==> src/rtl/dmac_pkg.sv <==
// Behaviour
// RL1 - data word times program word goes into the product register
// RL2 - same cycle adds mode-shifted previous product to the accumulator
// RL3 - accumulation sets carry and overflow; obeys saturate and shift modes
// RL4 - operands may be anywhere on-chip or off-chip, no address filtering
// RL5 - software sets block zero config bit before tables in block zero
// RL6 - software puts 0ffh in upper program address byte for block zero
// RL7 - software clears upper six data address bits to reach below 1024
// RL8 - direct mode keeps the data address fixed across repetitions
// RL9 - each repetition steps the prefetch counter by one
// RL10 - once running, every iteration takes exactly one cycle
// RL11 - move variant acts as plain multiply plus a move in blocks 0-2
// RL12 - move variant skips the move for mapped registers or external memory
// RL13 - expanded ram variant also allows the move inside block three
// RL14 - product shift mode 3 shifts product right by six bits
// RL15 - the move copies the data word to the next higher data address
// RL16 - save prefetch counter at start, restore it on the last repetition
// RL17 - multiplicand load and subtract of the mode-shifted previous product
`default_nettype none
package dmac_pkg;
    typedef enum logic [1:0] {
        DMAC_OP_TABLE      = 2'h0,
        DMAC_OP_TABLE_MOVE = 2'h1,
        DMAC_OP_LOAD_SUB   = 2'h2
    } dmac_op_t;

    typedef enum logic [1:0] {
        DMAC_PTR_KEEP = 2'h0,
        DMAC_PTR_INC  = 2'h1,
        DMAC_PTR_DEC  = 2'h2
    } dmac_ptr_t;

    typedef struct packed {
        dmac_op_t    op;
        logic        direct;
        dmac_ptr_t   ptr_step;
        logic [15:0] pma;
        logic [15:0] dma;
        logic [7:0]  repeat_count;
    } dmac_req_t;

    typedef struct packed {
        logic       expanded_ram;
        logic       block_zero_config_bit;
        logic       overflow_saturate_mode;
        logic [1:0] product_shift_mode;
    } dmac_ctrl_t;

    localparam logic [1:0] DMAC_REG_CTRL   = 2'h0;
    localparam logic [1:0] DMAC_REG_STATUS = 2'h1;
    localparam logic [1:0] DMAC_REG_ACC_LO = 2'h2;
    localparam logic [1:0] DMAC_REG_ACC_HI = 2'h3;

    localparam int DMAC_CTRL_SHIFT_LSB = 0;
    localparam int DMAC_CTRL_SAT_BIT   = 2;
    localparam int DMAC_CTRL_BZ_BIT    = 3;
    localparam int DMAC_CTRL_EXP_BIT   = 4;
    localparam int DMAC_STAT_C_BIT     = 0;
    localparam int DMAC_STAT_OVF_BIT   = 1;
    localparam int DMAC_STAT_BUSY_BIT = 2;

    localparam dmac_ctrl_t DMAC_CTRL_RST = '0;

    localparam logic [15:0] DMAC_BLK2_LO = 16'h0060;
    localparam logic [15:0] DMAC_BLK2_HI = 16'h007f;
    localparam logic [15:0] DMAC_BLK0_LO = 16'h0200;
    localparam logic [15:0] DMAC_BLK0_HI = 16'h02ff;
    localparam logic [15:0] DMAC_BLK1_LO = 16'h0300;
    localparam logic [15:0] DMAC_BLK1_HI = 16'h03ff;
    localparam logic [15:0] DMAC_BLK3_LO = 16'h0400;
    localparam logic [15:0] DMAC_BLK3_HI = 16'h07ff;

    localparam logic [31:0] DMAC_SAT_POS = 32'h7fffffff;
    localparam logic [31:0] DMAC_SAT_NEG = 32'h80000000;
endpackage
`default_nettype wire
==> src/rtl/dmac_core.sv <==
`default_nettype none
module dmac_core
    import dmac_pkg::*;
(
    input  wire logic        core_clk_i,
    input  wire logic        rst_i,
    input  wire logic        ce_i,
    input  wire logic        start_i,
    input  wire dmac_req_t   req_i,
    output logic             busy_o,
    output logic [15:0]      prog_addr_o,
    output logic             prog_rd_o,
    input  wire logic [15:0] prog_rdata_i,
    output logic [15:0]      data_addr_o,
    output logic             data_rd_o,
    input  wire logic [15:0] data_rdata_i,
    output logic             data_wr_o,
    output logic [15:0]      data_waddr_o,
    output logic [15:0]      data_wdata_o,
    output logic [31:0]      product_o,
    output logic [15:0]      multiplicand_o,
    input  wire logic [1:0]  reg_addr_i,
    input  wire logic [15:0] reg_wdata_i,
    input  wire logic        reg_wr_i,
    input  wire logic        reg_rd_i,
    output logic [15:0]      reg_rdata_o
);
    typedef enum logic {
        DMAC_ST_IDLE,
        DMAC_ST_RUN
    } dmac_state_t;

    dmac_state_t state_reg;
    dmac_ctrl_t  ctrl_reg;
    dmac_op_t    op_reg;
    dmac_ptr_t   step_reg;
    logic        direct_reg;
    logic [7:0]  count_reg;
    logic [15:0] prefetch_counter_reg;
    logic [15:0] micro_call_stack_reg;
    logic [15:0] dma_reg;
    logic [31:0] product_reg;
    logic [15:0] multiplicand_reg;
    logic [31:0] acc_reg;
    logic        carry_reg;
    logic        overflow_flag_reg;
    logic        wr_reg;
    logic [15:0] waddr_reg;
    logic [15:0] wdata_reg;
    logic [15:0] rdata_reg;

    logic        run;
    logic        last;
    logic        is_table;
    logic        move_ok;
    logic [31:0] shifted;
    logic [32:0] sum_next;
    logic [31:0] acc_next;
    logic        ovf_next;
    logic        in_blk;
    logic [31:0] mul_word;

    assign run      = (state_reg == DMAC_ST_RUN);
    assign last     = (count_reg == 8'h00);
    assign is_table = (op_reg != DMAC_OP_LOAD_SUB);

    // sign-extend both words so the whole 32-bit signed product is exact
    assign mul_word = $signed({{16{data_rdata_i[15]}}, data_rdata_i})
                      * $signed({{16{prog_rdata_i[15]}}, prog_rdata_i});

    // block membership of the data operand; block zero counts only as data
    always_comb begin
        in_blk = 1'b0;
        if (dma_reg >= DMAC_BLK2_LO && dma_reg <= DMAC_BLK2_HI) begin
            in_blk = 1'b1; // RL11
        end
        if (dma_reg >= DMAC_BLK1_LO && dma_reg <= DMAC_BLK1_HI) begin
            in_blk = 1'b1; // RL11
        end
        if (dma_reg >= DMAC_BLK0_LO && dma_reg <= DMAC_BLK0_HI
                && !ctrl_reg.block_zero_config_bit) begin
            in_blk = 1'b1; // RL11
        end
        if (ctrl_reg.expanded_ram && dma_reg >= DMAC_BLK3_LO
                && dma_reg <= DMAC_BLK3_HI) begin
            in_blk = 1'b1; // RL13
        end
    end

    // mapped registers and external memory fall outside every block
    assign move_ok = run && op_reg == DMAC_OP_TABLE_MOVE && in_blk; // RL12

    always_comb begin
        case (ctrl_reg.product_shift_mode)
            2'h0: shifted = product_reg;
            2'h1: shifted = {product_reg[30:0], 1'b0};
            2'h2: shifted = {product_reg[27:0], 4'h0};
            2'h3: shifted = {{6{product_reg[31]}}, product_reg[31:6]}; // RL14
            default: shifted = product_reg;
        endcase
    end

    // add for table ops, subtract for load-multiplicand-subtract
    always_comb begin
        if (is_table) begin
            sum_next = {1'b0, acc_reg} + {1'b0, shifted}; // RL2
            ovf_next = (acc_reg[31] == shifted[31])
                       && (sum_next[31] != acc_reg[31]);
        end else begin
            sum_next = {1'b0, acc_reg} - {1'b0, shifted}; // RL17
            ovf_next = (acc_reg[31] != shifted[31])
                       && (sum_next[31] != acc_reg[31]);
        end
        acc_next = sum_next[31:0];
        if (ovf_next && ctrl_reg.overflow_saturate_mode) begin
            acc_next = acc_reg[31] ? DMAC_SAT_NEG : DMAC_SAT_POS; // RL3
        end
    end

    always_ff @(posedge core_clk_i or posedge rst_i) begin
        if (rst_i) begin
            state_reg  <= DMAC_ST_IDLE;
            op_reg     <= DMAC_OP_TABLE;
            step_reg   <= DMAC_PTR_KEEP;
            direct_reg <= 1'b0;
            count_reg  <= 8'h00;
        end else if (ce_i) begin
            if (!run && start_i) begin
                state_reg  <= DMAC_ST_RUN;
                op_reg     <= req_i.op;
                step_reg   <= req_i.ptr_step;
                direct_reg <= req_i.direct;
                count_reg  <= (req_i.op == DMAC_OP_LOAD_SUB)
                              ? 8'h00 : req_i.repeat_count;
            end else if (run) begin
                if (last) begin
                    state_reg <= DMAC_ST_IDLE;
                end else begin
                    count_reg <= count_reg - 8'h01; // RL10
                end
            end
        end
    end

    // prefetch counter walk and the one-deep micro call stack
    always_ff @(posedge core_clk_i or posedge rst_i) begin
        if (rst_i) begin
            prefetch_counter_reg <= 16'h0000;
            micro_call_stack_reg <= 16'h0000;
        end else if (ce_i) begin
            if (!run && start_i && req_i.op != DMAC_OP_LOAD_SUB) begin
                micro_call_stack_reg <= prefetch_counter_reg; // RL16
                prefetch_counter_reg <= req_i.pma; // RL16
            end else if (run && is_table) begin
                if (last) begin
                    prefetch_counter_reg <= micro_call_stack_reg; // RL16
                end else begin
                    prefetch_counter_reg <=
                        prefetch_counter_reg + 16'h0001; // RL9
                end
            end
        end
    end

    always_ff @(posedge core_clk_i or posedge rst_i) begin
        if (rst_i) begin
            dma_reg <= 16'h0000;
        end else if (ce_i) begin
            if (!run && start_i) begin
                dma_reg <= req_i.dma; // RL4
            end else if (run && !direct_reg) begin
                case (step_reg)
                    DMAC_PTR_INC: dma_reg <= dma_reg + 16'h0001;
                    DMAC_PTR_DEC: dma_reg <= dma_reg - 16'h0001;
                    default:      dma_reg <= dma_reg;
                endcase
            end
        end
    end

    always_ff @(posedge core_clk_i or posedge rst_i) begin
        if (rst_i) begin
            product_reg       <= 32'h00000000;
            multiplicand_reg  <= 16'h0000;
            acc_reg           <= 32'h00000000;
            carry_reg         <= 1'b0;
        end else if (ce_i && run) begin
            multiplicand_reg <= data_rdata_i; // RL17
            acc_reg          <= acc_next; // RL2
            carry_reg        <= sum_next[32] ^ !is_table; // RL3
            if (is_table) begin
                product_reg <= mul_word; // RL1
            end
        end
    end

    // move write lands one cycle after the read of the same word
    always_ff @(posedge core_clk_i or posedge rst_i) begin
        if (rst_i) begin
            wr_reg    <= 1'b0;
            waddr_reg <= 16'h0000;
            wdata_reg <= 16'h0000;
        end else if (ce_i) begin
            wr_reg <= move_ok; // RL11
            if (move_ok) begin
                waddr_reg <= dma_reg + 16'h0001; // RL15
                wdata_reg <= data_rdata_i; // RL15
            end
        end
    end

    // overflow flag is sticky; a new overflow beats a software clear
    always_ff @(posedge core_clk_i or posedge rst_i) begin
        if (rst_i) begin
            ctrl_reg          <= DMAC_CTRL_RST;
            overflow_flag_reg <= 1'b0;
        end else if (ce_i) begin
            if (reg_wr_i && reg_addr_i == DMAC_REG_CTRL) begin
                ctrl_reg.product_shift_mode <=
                    reg_wdata_i[DMAC_CTRL_SHIFT_LSB +: 2];
                ctrl_reg.overflow_saturate_mode <=
                    reg_wdata_i[DMAC_CTRL_SAT_BIT];
                ctrl_reg.block_zero_config_bit <=
                    reg_wdata_i[DMAC_CTRL_BZ_BIT];
                ctrl_reg.expanded_ram <= reg_wdata_i[DMAC_CTRL_EXP_BIT];
            end
            if (run && ovf_next) begin
                overflow_flag_reg <= 1'b1; // RL3
            end else if (reg_wr_i && reg_addr_i == DMAC_REG_STATUS
                         && reg_wdata_i[DMAC_STAT_OVF_BIT]) begin
                overflow_flag_reg <= 1'b0;
            end
        end
    end

    always_ff @(posedge core_clk_i or posedge rst_i) begin
        if (rst_i) begin
            rdata_reg <= 16'h0000;
        end else if (ce_i) begin
            rdata_reg <= 16'h0000;
            if (reg_rd_i) begin
                case (reg_addr_i)
                    DMAC_REG_CTRL:   rdata_reg <= {11'h000, ctrl_reg};
                    DMAC_REG_STATUS: rdata_reg <= {13'h0000, run,
                                         overflow_flag_reg, carry_reg};
                    DMAC_REG_ACC_LO: rdata_reg <= acc_reg[15:0];
                    DMAC_REG_ACC_HI: rdata_reg <= acc_reg[31:16];
                    default:         rdata_reg <= 16'h0000;
                endcase
            end
        end
    end

    assign busy_o         = run;
    assign prog_addr_o    = prefetch_counter_reg;
    assign prog_rd_o      = run && is_table;
    assign data_addr_o    = dma_reg;
    assign data_rd_o      = run;
    assign data_wr_o      = wr_reg;
    assign data_waddr_o   = waddr_reg;
    assign data_wdata_o   = wdata_reg;
    assign product_o      = product_reg;
    assign multiplicand_o = multiplicand_reg;
    assign reg_rdata_o    = rdata_reg;
endmodule
`default_nettype wire

==> config.mk <==
export PLATFORM = sky130hd
export DESIGN_NAME = dmac_core
export DESIGN_NICKNAME = d
export VERILOG_FILES = /design/src/rtl/dmac_pkg.sv /design/src/rtl/dmac_core.sv
export SDC_FILE = /design/constraint.sdc
export NUM_CORES = 1
export LEC_CHECK = 0
export BUFFER_PORTS_ARGS = -buffer_cell sky130_fd_sc_hd__buf_2
export CORE_MARGIN = 4
export CORE_UTILIZATION = 65
export CTS_CLUSTER_DIAMETER = 120
export DETAILED_ROUTE_END_ITERATION = 8
export PLACE_DENSITY = 0.87
export SYNTH_ARGS = -nofsm -noshare
export SYNTH_HDL_FRONTEND = slang
export SYNTH_SLANG_ARGS = --single-unit
==> constraint.sdc <==
create_clock -name core_clk_i -period 8.4 [get_ports core_clk_i]
set_clock_uncertainty 0.05 [all_clocks]
set_input_delay 0.42 -clock core_clk_i [delete_from_list [all_inputs] [get_ports core_clk_i]]
set_output_delay 0.42 -clock core_clk_i [all_outputs]
set_load 0.005 [all_outputs]
# Yosys cells after proc, flatten, opt, wreduce, memory -nomap -nowiden
# Cells that the tools add are included.
[totals] register_bits=198 latchBits=0 mem_bits_rw=0 romBits=0 input_bits=101 output_inout_bits=132 wordCells=121 mem_count=0
[op_classes] n_addsub=6 mul=1 div=0 order_cmp=8 n_eq_ne=17 shift=0 mux=26 bitwise_logic=1 reduce_logical=41
[op_table] op="$pmux 32 s4" n=1
[op_table] op="$mux 16" n=6
[op_table] op="$mux 32" n=2
[op_table] op="$pmux 16 s4" n=1
[op_table] op="$add 32x32->33" n=1
[op_table] op="$mux 33" n=1
[op_table] op="$sub 32x32->33" n=1
[op_table] op="$add 16x1->16 const B" n=2
[op_table] op="$ge 16x10->1 const B" n=2
[op_table] op="$le 16x10->1 const B" n=2
[op_table] op="$mul 16x16->32" n=1
[op_table] op="$mux 8" n=4
[op_table] op="$pmux 16 s2" n=1
[op_table] op="$logic_and 1x1->1" n=20
[op_table] op="$ge 16x11->1 const B" n=1
[op_table] op="$ge 16x7->1 const B" n=1
[op_table] op="$le 16x11->1 const B" n=1
[op_table] op="$le 16x7->1 const B" n=1
[op_table] op="$sub 16x1->16 const B" n=1
[op_table] op="$reduce_and 2->1" n=7
[op_table] op="$eq 2x2->1 const B" n=6
[op_table] op="$mux 1" n=10
[op_table] op="$eq 2x1->1 const B" n=4
[op_table] op="$logic_not 8->1" n=1
[op_table] op="other kinds (11)" n=22

# Longest topological paths before layout
# Gate-level depths: netlist of the first run.
[depth] word_depth=9 ltp_mapped=25 mapped_depth_nobuf=24

# Least setup slack after synthesis of the first run
# Ideal clock, no wire load.
[synth_timing] kind="input-to-reg" startpoint="input port prog_rdata_i[9]" endpoint="register product_reg[28] (netlist: product_o[28])" setup_time_ns=0.135 t_arrival_ns=5.877 required_ns=8.215 setup_slack_ns=2.338 stages=23 path_buffers=1 cell_sequence="clkbuf_1 > nand2_1 > fa_1 > inv_1 > fa_1 > inv_1 > fa_1 > inv_1 > fa_1 > fa_1 > inv_1 > fa_1 > inv_1 > ha_1 > a21o_1 > o21ai_0 > o21ai_0 > nor4_1 > o31ai_1 > a41oi_1 > nor2b_1 > xnor2_1 > o21ai_0"
[synth_via] elab_chain_cells=1
[synth_rtl] element="from (decl)" line="dmac_core.sv:13" rtl="input wire logic [15:0] prog_rdata_i,"
[synth_rtl] element="$mul 16x16->32" line="dmac_core.sv:69" rtl="* $signed({{16{prog_rdata_i[15]}}, prog_rdata_i});"
[synth_rtl] element="to (signal assigned)" line="dmac_core.sv:192" rtl="product_reg <= mul_word;"
[synth_rtl] element="to (decl)" line="dmac_core.sv:42" rtl="logic [31:0] product_reg;"
# No other way between the ends.
# A chain may end at the register's enable or synchronous reset.

# Worst setup path in the final report of the first run
[layout_timing] startpoint="input port data_rdata_i[5]" endpoint="register product_reg[28] (netlist: product_o[28])"
[layout_via] elab_chain_cells=1
[layout_rtl] element="from (decl)" line="dmac_core.sv:16" rtl="input wire logic [15:0] data_rdata_i,"
[layout_rtl] element="$mul 16x16->32" line="dmac_core.sv:69"
# No other way between the ends.

==> key figures, run 1 <==
Outcome
  • Status: finished clean

Die
  • Core area: 35,400 um^2
  • Io pins: 233
  • Die ar.: 38,900 um^2
  • Initial core utilization: 65.7%
  • Die Span X: 197 um
  • Num rows: 69
  • Die extent in y: 197 um

Clock tree
  • Worst-Skew Late Latency: 0.46 ns
  • Maximum clock path buffer count: 2
  • # Post-CTS Setup Buffers: 0
  • Total CTS buffers: 17
  • # hold bufs at CTS: 0
  • CTS resizes: 0
  • Clk pin slew, worst setup/hold paths: 0.08 ns
  • CTS Sinks: 198
  • Root Buffer: clkbuf_16
  • TritonCTS clock tree: yes
  • CTS HTree Levels: 4

Worst setup path
  • Critical Path Fanout Max: 18
  • Worst path required time: 8.64 ns
  • Crit path arrival time: 6.58 ns
  • Worst setup SP type: input pin
  • FF-to-FF Start: ctrl_reg[1]
  • Setup CP Type: input pin to flip-flop
  • CP endpoint kind: flip-flop
  • Beginning of the critical path: data_rdata_i[5]

Synth
  • Share of flip-flops with an asynchronous set or reset: 100%
  • Post-synth EDFFs: 0
  • Syn Inst Count: 2,569
  • Area fraction of the dominant cell type after synthesis: 22.7%
  • Synthesis-stage register bit count: 198
  • Synth Cell Area: 23,200 um^2
  • Area contributors post-synth: fa_1, dfrtp_1, ha_1, inv_1, nand2_1
  • Seq/Total Area, Yosys: 21.3%
  • Predominant post-synthesis flop cell: dfrtp_1
  • Netlist cell types: 78
  • Total number of yosys warnings: 0
  • Syn nets: 3,088
  • Synth area leader: fa_1
  • Synthesized area per cell: 9.05 um^2

STA
  • Fin crit share: 75.5%
  • RSZ-0062 raised after global routing: false
  • Fmax: 158 MHz
  • Slew Limit Fails: 0
  • Max-slew headroom: 15.9%
  • Final Critical Period: 6.34 ns
  • # setup viols final: 0
  • Final hold vios: 0
  • Setup TNS: 0 ns
  • Least-Margin Pin Slew: 1.26 ns

Drt
  • Initial DRC Count: 1,553
  • DRC viols: 0
  • Initial DRT Pass Iterations: 5
  • Via/cell ratio: 6.08
  • Via count: 19,300
  • Wire per inst: 20.1 um
  • Post-Route WL: 63.9 mm
  • Antenna-violating nets left: 0

Job
  • Max-cap viol count: 0

Global routing
  • Tot GR Track Use: 32.9%
  • Initial antenna violation count: 5
  • First-pass GRT wire length: 103 mm
  • Vias in the first global route: 20,100
  • Largest net degree at the start of global routing: 122
  • Aggregate global routing overflow: 0

Layout
  • Final design utilization: 70.9%
  • Fill cell count: 2,576
  • Layout Nets: 3,211
  • Area Overhead vs Synth: 7.99%
  • Layout cell share with drive strength beyond 1: 15.1%

Hold path
  • Hold/Removal Path Class: input pin to async pin

Place
  • GP Congestion: 0.936
  • Final HPWL DP: 48.9 mm
  • Port Buf Inserts: 221
==> cell type report <==
cell class	instances	area (um^2)	share of cell area (%)
Multi-Input combinational cell	1839	16300	64.8
Timing Repair Buffer	233	1200	4.76
Sequential cell	198	4960	19.7
Tap cell	461	577	2.30
Clock inverter	13	120	0.478
Clock buffer	19	443	1.76
Antenna cell	7	17.5	0.0698
Inverter	403	1520	6.05
==> final timing paths <==
path / endpoint / slack, ns / depth (start not counted)
max: product_o[28] / 2.06 / 23
min: data_waddr_o[15] / 0.05 / 2
max reg2reg: acc_reg[31] / 2.66 / 14
min reg2reg: carry_reg / 0.44 / 2
max in group asynchronous: ctrl_reg[0] / 6.66 / 3
min in group core_clk_i: step_reg[1] / 0.14 / 2
==> cells in the final DEF, fill, tap and decap left out, drive strengths merged, types with 15 or more instances in the layout <==
cell,Yosys,final
ha,154,154
mux2,66,66
buf,19,233
fa,264,264
nand3,45,45
nor2,149,149
mux4,24,24
nor3,38,38
o211ai,43,43
nor2b,21,21
o2bb2ai,15,15
a21oi,144,144
o21ai,118,118
and2,133,133
a31oi,16,16
a21o,27,27
dfrtp,198,198
inv,403,407
xor2,29,29
nand2,267,267
clkbuf,110,19
o21bai,17,17
mux2i,20,20
xnor2,60,60
a211oi,29,29
==> layer usage <==
metal / GRT usage (%) / wire length, um
met1: 42.9 / 25400
met2: 54.4 / 31000
met3: 4.69 / 4110
met4: 16.7 / 3420
met5: 0 / 0
==> per-stage QoR <==
step	cells	cell area [um^2]	hold WS, ns	worst slack (ns)
CTS	3166	25100	0.107	2.11
detailed placement	3134	24500	0.420	1.69
global placement	3134	24500	0.409	1.79
global route	3171	25100	0.136	1.76
floorplan	2569	23200	0.395	2.34
finish	3173	25100	0.0525	2.06
==> critical path: stages <==
cell     delay, ns
buf_2         0.30
nand2_1       0.13
fa_1          0.55
inv_1         0.05
fa_1          0.49
inv_1         0.05
fa_1          0.47
inv_1         0.07
fa_1          0.51
fa_1          0.55
inv_1         0.06
fa_1          0.53
inv_1         0.04
ha_1          0.37
a21o_1        0.23
o21ai_0       0.16
o21ai_0       0.13
nor4_1        0.42
o31ai_1       0.23
a41oi_1       0.34
nor2b_1       0.22
xnor2_1       0.14
o21ai_0       0.09
==> synthesized netlist by cell type, types with 38 or more instances <==
cell type	count
inv_1	403
nand2_1	267
fa_1	264
dfrtp_1	198
ha_1	154
nor2_1	148
a21oi_1	144
and2_1	133
o21ai_0	114
clkbuf_1	110
mux2_2	66
xnor2_1	60
nand3_1	45
nor3_1	38
==> logic make-up after synthesis <==
kind of cell               Yosys count  share of synthesized area [%]
DFF                                198                           21.3
buffers and inverters              532                           8.81
and+or+nand+nor                    722                           14.7
muxes                              110                           6.38
AOI/OAI and AO/OA                  500                           14.4
xor gates and xnor gates            89                           3.35
adders and majority gates          418                           31.0
Power of run 1 is left out: the tool's default activity adds up to more than one toggle a clock period on the data nets, which glitch-free logic cannot reach.
==> run 2, diff against run 1 <==
- ABC_AREA: not set -> 1
- CORE_UTILIZATION: 65 -> 56
- PLACE_DENSITY: 0.87 -> 0.79
- clock period: 8.4 -> 5.6 ns (I/O delays scaled with it)
==> run 2 against run 1 <==
Effect of this change:
- sequential share of layout area down 2.3 points
- first-iteration DRC count up 33%
- via count up 25%
- hold slack worse by 0.020 ns
==> key figures, run 2 <==
Drt
  • Wire per inst: 17.4 um
  • Via/cell ratio: 5.42
  • Post-Route WL: 77.0 mm
  • Via count: 24,000
  • Initial DRC Count: 2,062
  • DRC viols: 0
  • Initial DRT Pass Iterations: 5
  • Antenna-violating nets left: 0

STA
  • Fin crit share: 96.9%
  • Min Hold Slack: 0.0325 ns
  • Final hold vios: 0
  • Max-slew headroom: 22.8%
  • Final Critical Period: 5.43 ns
  • Least-Margin Pin Slew: 1.16 ns
  • Fmax: 184 MHz
  • RSZ-0062 raised after global routing: true
  • Slew Limit Fails: 0
  • # setup viols final: 0

Layout
  • Fin area: 28,400 um^2
  • Layout Nets: 4,344
  • Layout cell share with drive strength beyond 1: 13.0%
  • Area Overhead vs Synth: 12.7%
  • Commonest cells after routing, fill and taps aside: nand2_1, inv_1, fa_1, o21ai_0, nor2_1
  • Most common cell after layout, fill and taps aside: nand2_1
  • Fin cells: 4,432

Die
  • Die Span X: 220 um
  • Initial core utilization: 56.8%
  • Die extent in y: 220 um
  • Die ar.: 48,400 um^2
  • Num rows: 77
  • Core area: 44,300 um^2
  • Io pins: 233

Global routing
  • Largest net degree at the start of global routing: 99
  • Vias in the first global route: 23,500
  • Aggregate global routing overflow: 0
  • First-pass GRT wire length: 122 mm
  • Tot GR Track Use: 31.8%
  • Initial antenna violation count: 2

Worst setup path
  • Cell depth of the worst flop-to-flop path: 21
  • Worst setup SP type: input pin
  • Critical R2R Capture: acc_reg[9]
  • CP endpoint kind: flip-flop
  • Worst path required time: 5.88 ns
  • FF-to-FF Start: ctrl_reg[1]
  • Critical Path Fanout Max: 8
  • Beginning of the critical path: prog_rdata_i[15]
  • R2R Setup Slk: 0.77 ns
  • Setup CP Type: input pin to flip-flop
  • Crit path arrival time: 5.71 ns

Hold path
  • Cell depth of the worst hold path: 3
  • HP Start: req_i[35]
  • Hold Path Sink: prog_addr_o[11]
  • Hold/Removal Path Class: input pin to flip-flop

Synth
  • Synthesis-stage register bit count: 198
  • Netlist cell types: 52
  • Total number of yosys warnings: 0
  • Area fraction of the dominant cell type after synthesis: 21.0%
  • Area contributors post-synth: fa_1, dfrtp_1, nand2_1, inv_1, ha_1
  • Seq/Total Area, Yosys: 19.7%
  • Share of flip-flops with an asynchronous set or reset: 100%
  • Synthesized area per cell: 7.04 um^2
  • Syn Inst Count: 3,575
  • Syn nets: 4,094
  • Post-synth EDFFs: 0
  • Top-count cell post-synth: nand2_1
  • Synth area leader: fa_1
  • Most frequent cells after synthesis: nand2_1, inv_1, fa_1
  • Synth Cell Area: 25,200 um^2
  • Predominant post-synthesis flop cell: dfrtp_1

Clock tree
  • Total CTS buffers: 17
  • Maximum clock path buffer count: 2
  • Root Buffer: clkbuf_16
  • Clk pin slew, worst setup/hold paths: 0.08 ns
  • CTS HTree Levels: 4
  • Worst-Skew Late Latency: 0.47 ns
  • TritonCTS clock tree: yes
  • CTS Sinks: 198

Place
  • Port Buf Inserts: 221
  • Post-DP Area: 27,600 um^2
  • Final HPWL DP: 62.8 mm
  • Placed insts: 4,389
  • GP Congestion: 1.00

Outcome
  • Status: finished clean

Job
  • Max-cap viol count: 0
## run 2: cell count changes after synthesis, moves of 28 or more
cell	delta
inv_1	+381
o211ai_2	-30
nand3_1	+105
nor2_1	+76
nand2_1	+657
mux2_2	-63
xnor2_1	-49
o21ai_0	+107
o22ai_1	+28
and2_1	-128
## run 2: logic make-up (layout without fill, tap and decap cells)
kind of cell / count (synthesis) / in the layout / synth area share [%]
DFF: 198 / 198 / 19.7
muxes: 3 / 3 / 0.134
AOI/OAI and AO/OA: 534 / 534 / 12.1
other: 0 / 2 / 0
adders and majority gates: 418 / 418 / 28.7
buffers and inverters: 962 / 1225 / 14.6
and+or+nand+nor: 1407 / 1407 / 22.9
xor gates and xnor gates: 53 / 53 / 1.84
## run 2: stage by stage
step	utilization, %	setup WS [ns]	setup TNS (ns)
4_1_cts	63.8	0.152	0
5_1_grt	64.0	-0.0115	-0.0219
6_report	64.0	0.172	0
2_1_floorplan	-	-0.125	-0.125
3_3_place_gp	62.3	-0.264	-2.26
3_5_place_dp	62.3	-0.303	-3.62
## run 2: cell type report
cell class | count | area [um^2]
multi-input cells | 2415 | 16600
diodes | 2 | 5.00
well taps | 592 | 741
inverters | 802 | 3020
flip-flops and latches | 198 | 4950
repair buffers | 391 | 2450
clock inverters | 12 | 131
fillers | 4007 | 15900
clock buffers | 20 | 457
## run 2: timing repair
action,CTS,global route
hold buffers,8,0
endpoints found under the hold margin,32,0
setup endpoints to repair,0,13
resized for setup,0,25
setup buffers,0,1
## run 2: worst max-delay path, stage by stage
cell and delay [ns]:
buf_2 0.20, clkinvlp_4 0.24, buf_4 0.22, nor2_1 0.12, fa_1 0.47, fa_1 0.54, fa_1 0.52, fa_1 0.53
fa_1 0.55, inv_1 0.05, fa_1 0.52, inv_1 0.04, ha_1 0.34, a21oi_2 0.17, o21ai_0 0.15, a21oi_1 0.20
nand3_2 0.14, or2_2 0.29, nand3_1 0.06, o21ai_0 0.08
## run 2: worst max-delay path by stage
stage	end	depth (start not counted)
after global placement	product_o[25]	22
final	product_o[27]	20
after detailed placement	product_o[25]	22
after CTS	product_o[25]	22
after floorplan	product_o[26]	21
after global routing	product_o[26]	20
## run 2: routing by layer
| layer | vias up | global-route usage [%] | part of all wire, % | wire length (um) |
|---|---|---|---|---|
| met1 | 11500 | 40.7 | 40 | 31000 |
| li1 | 11400 | - | - | - |
| met5 | - | 0 | 0 | 0 |
| met3 | 209 | 3.89 | 6.0 | 4610 |
| met2 | 929 | 53.1 | 48 | 36800 |
| met4 | 0 | 16.6 | 5.9 | 4530 |
Power of run 2 is left out for the same reason.
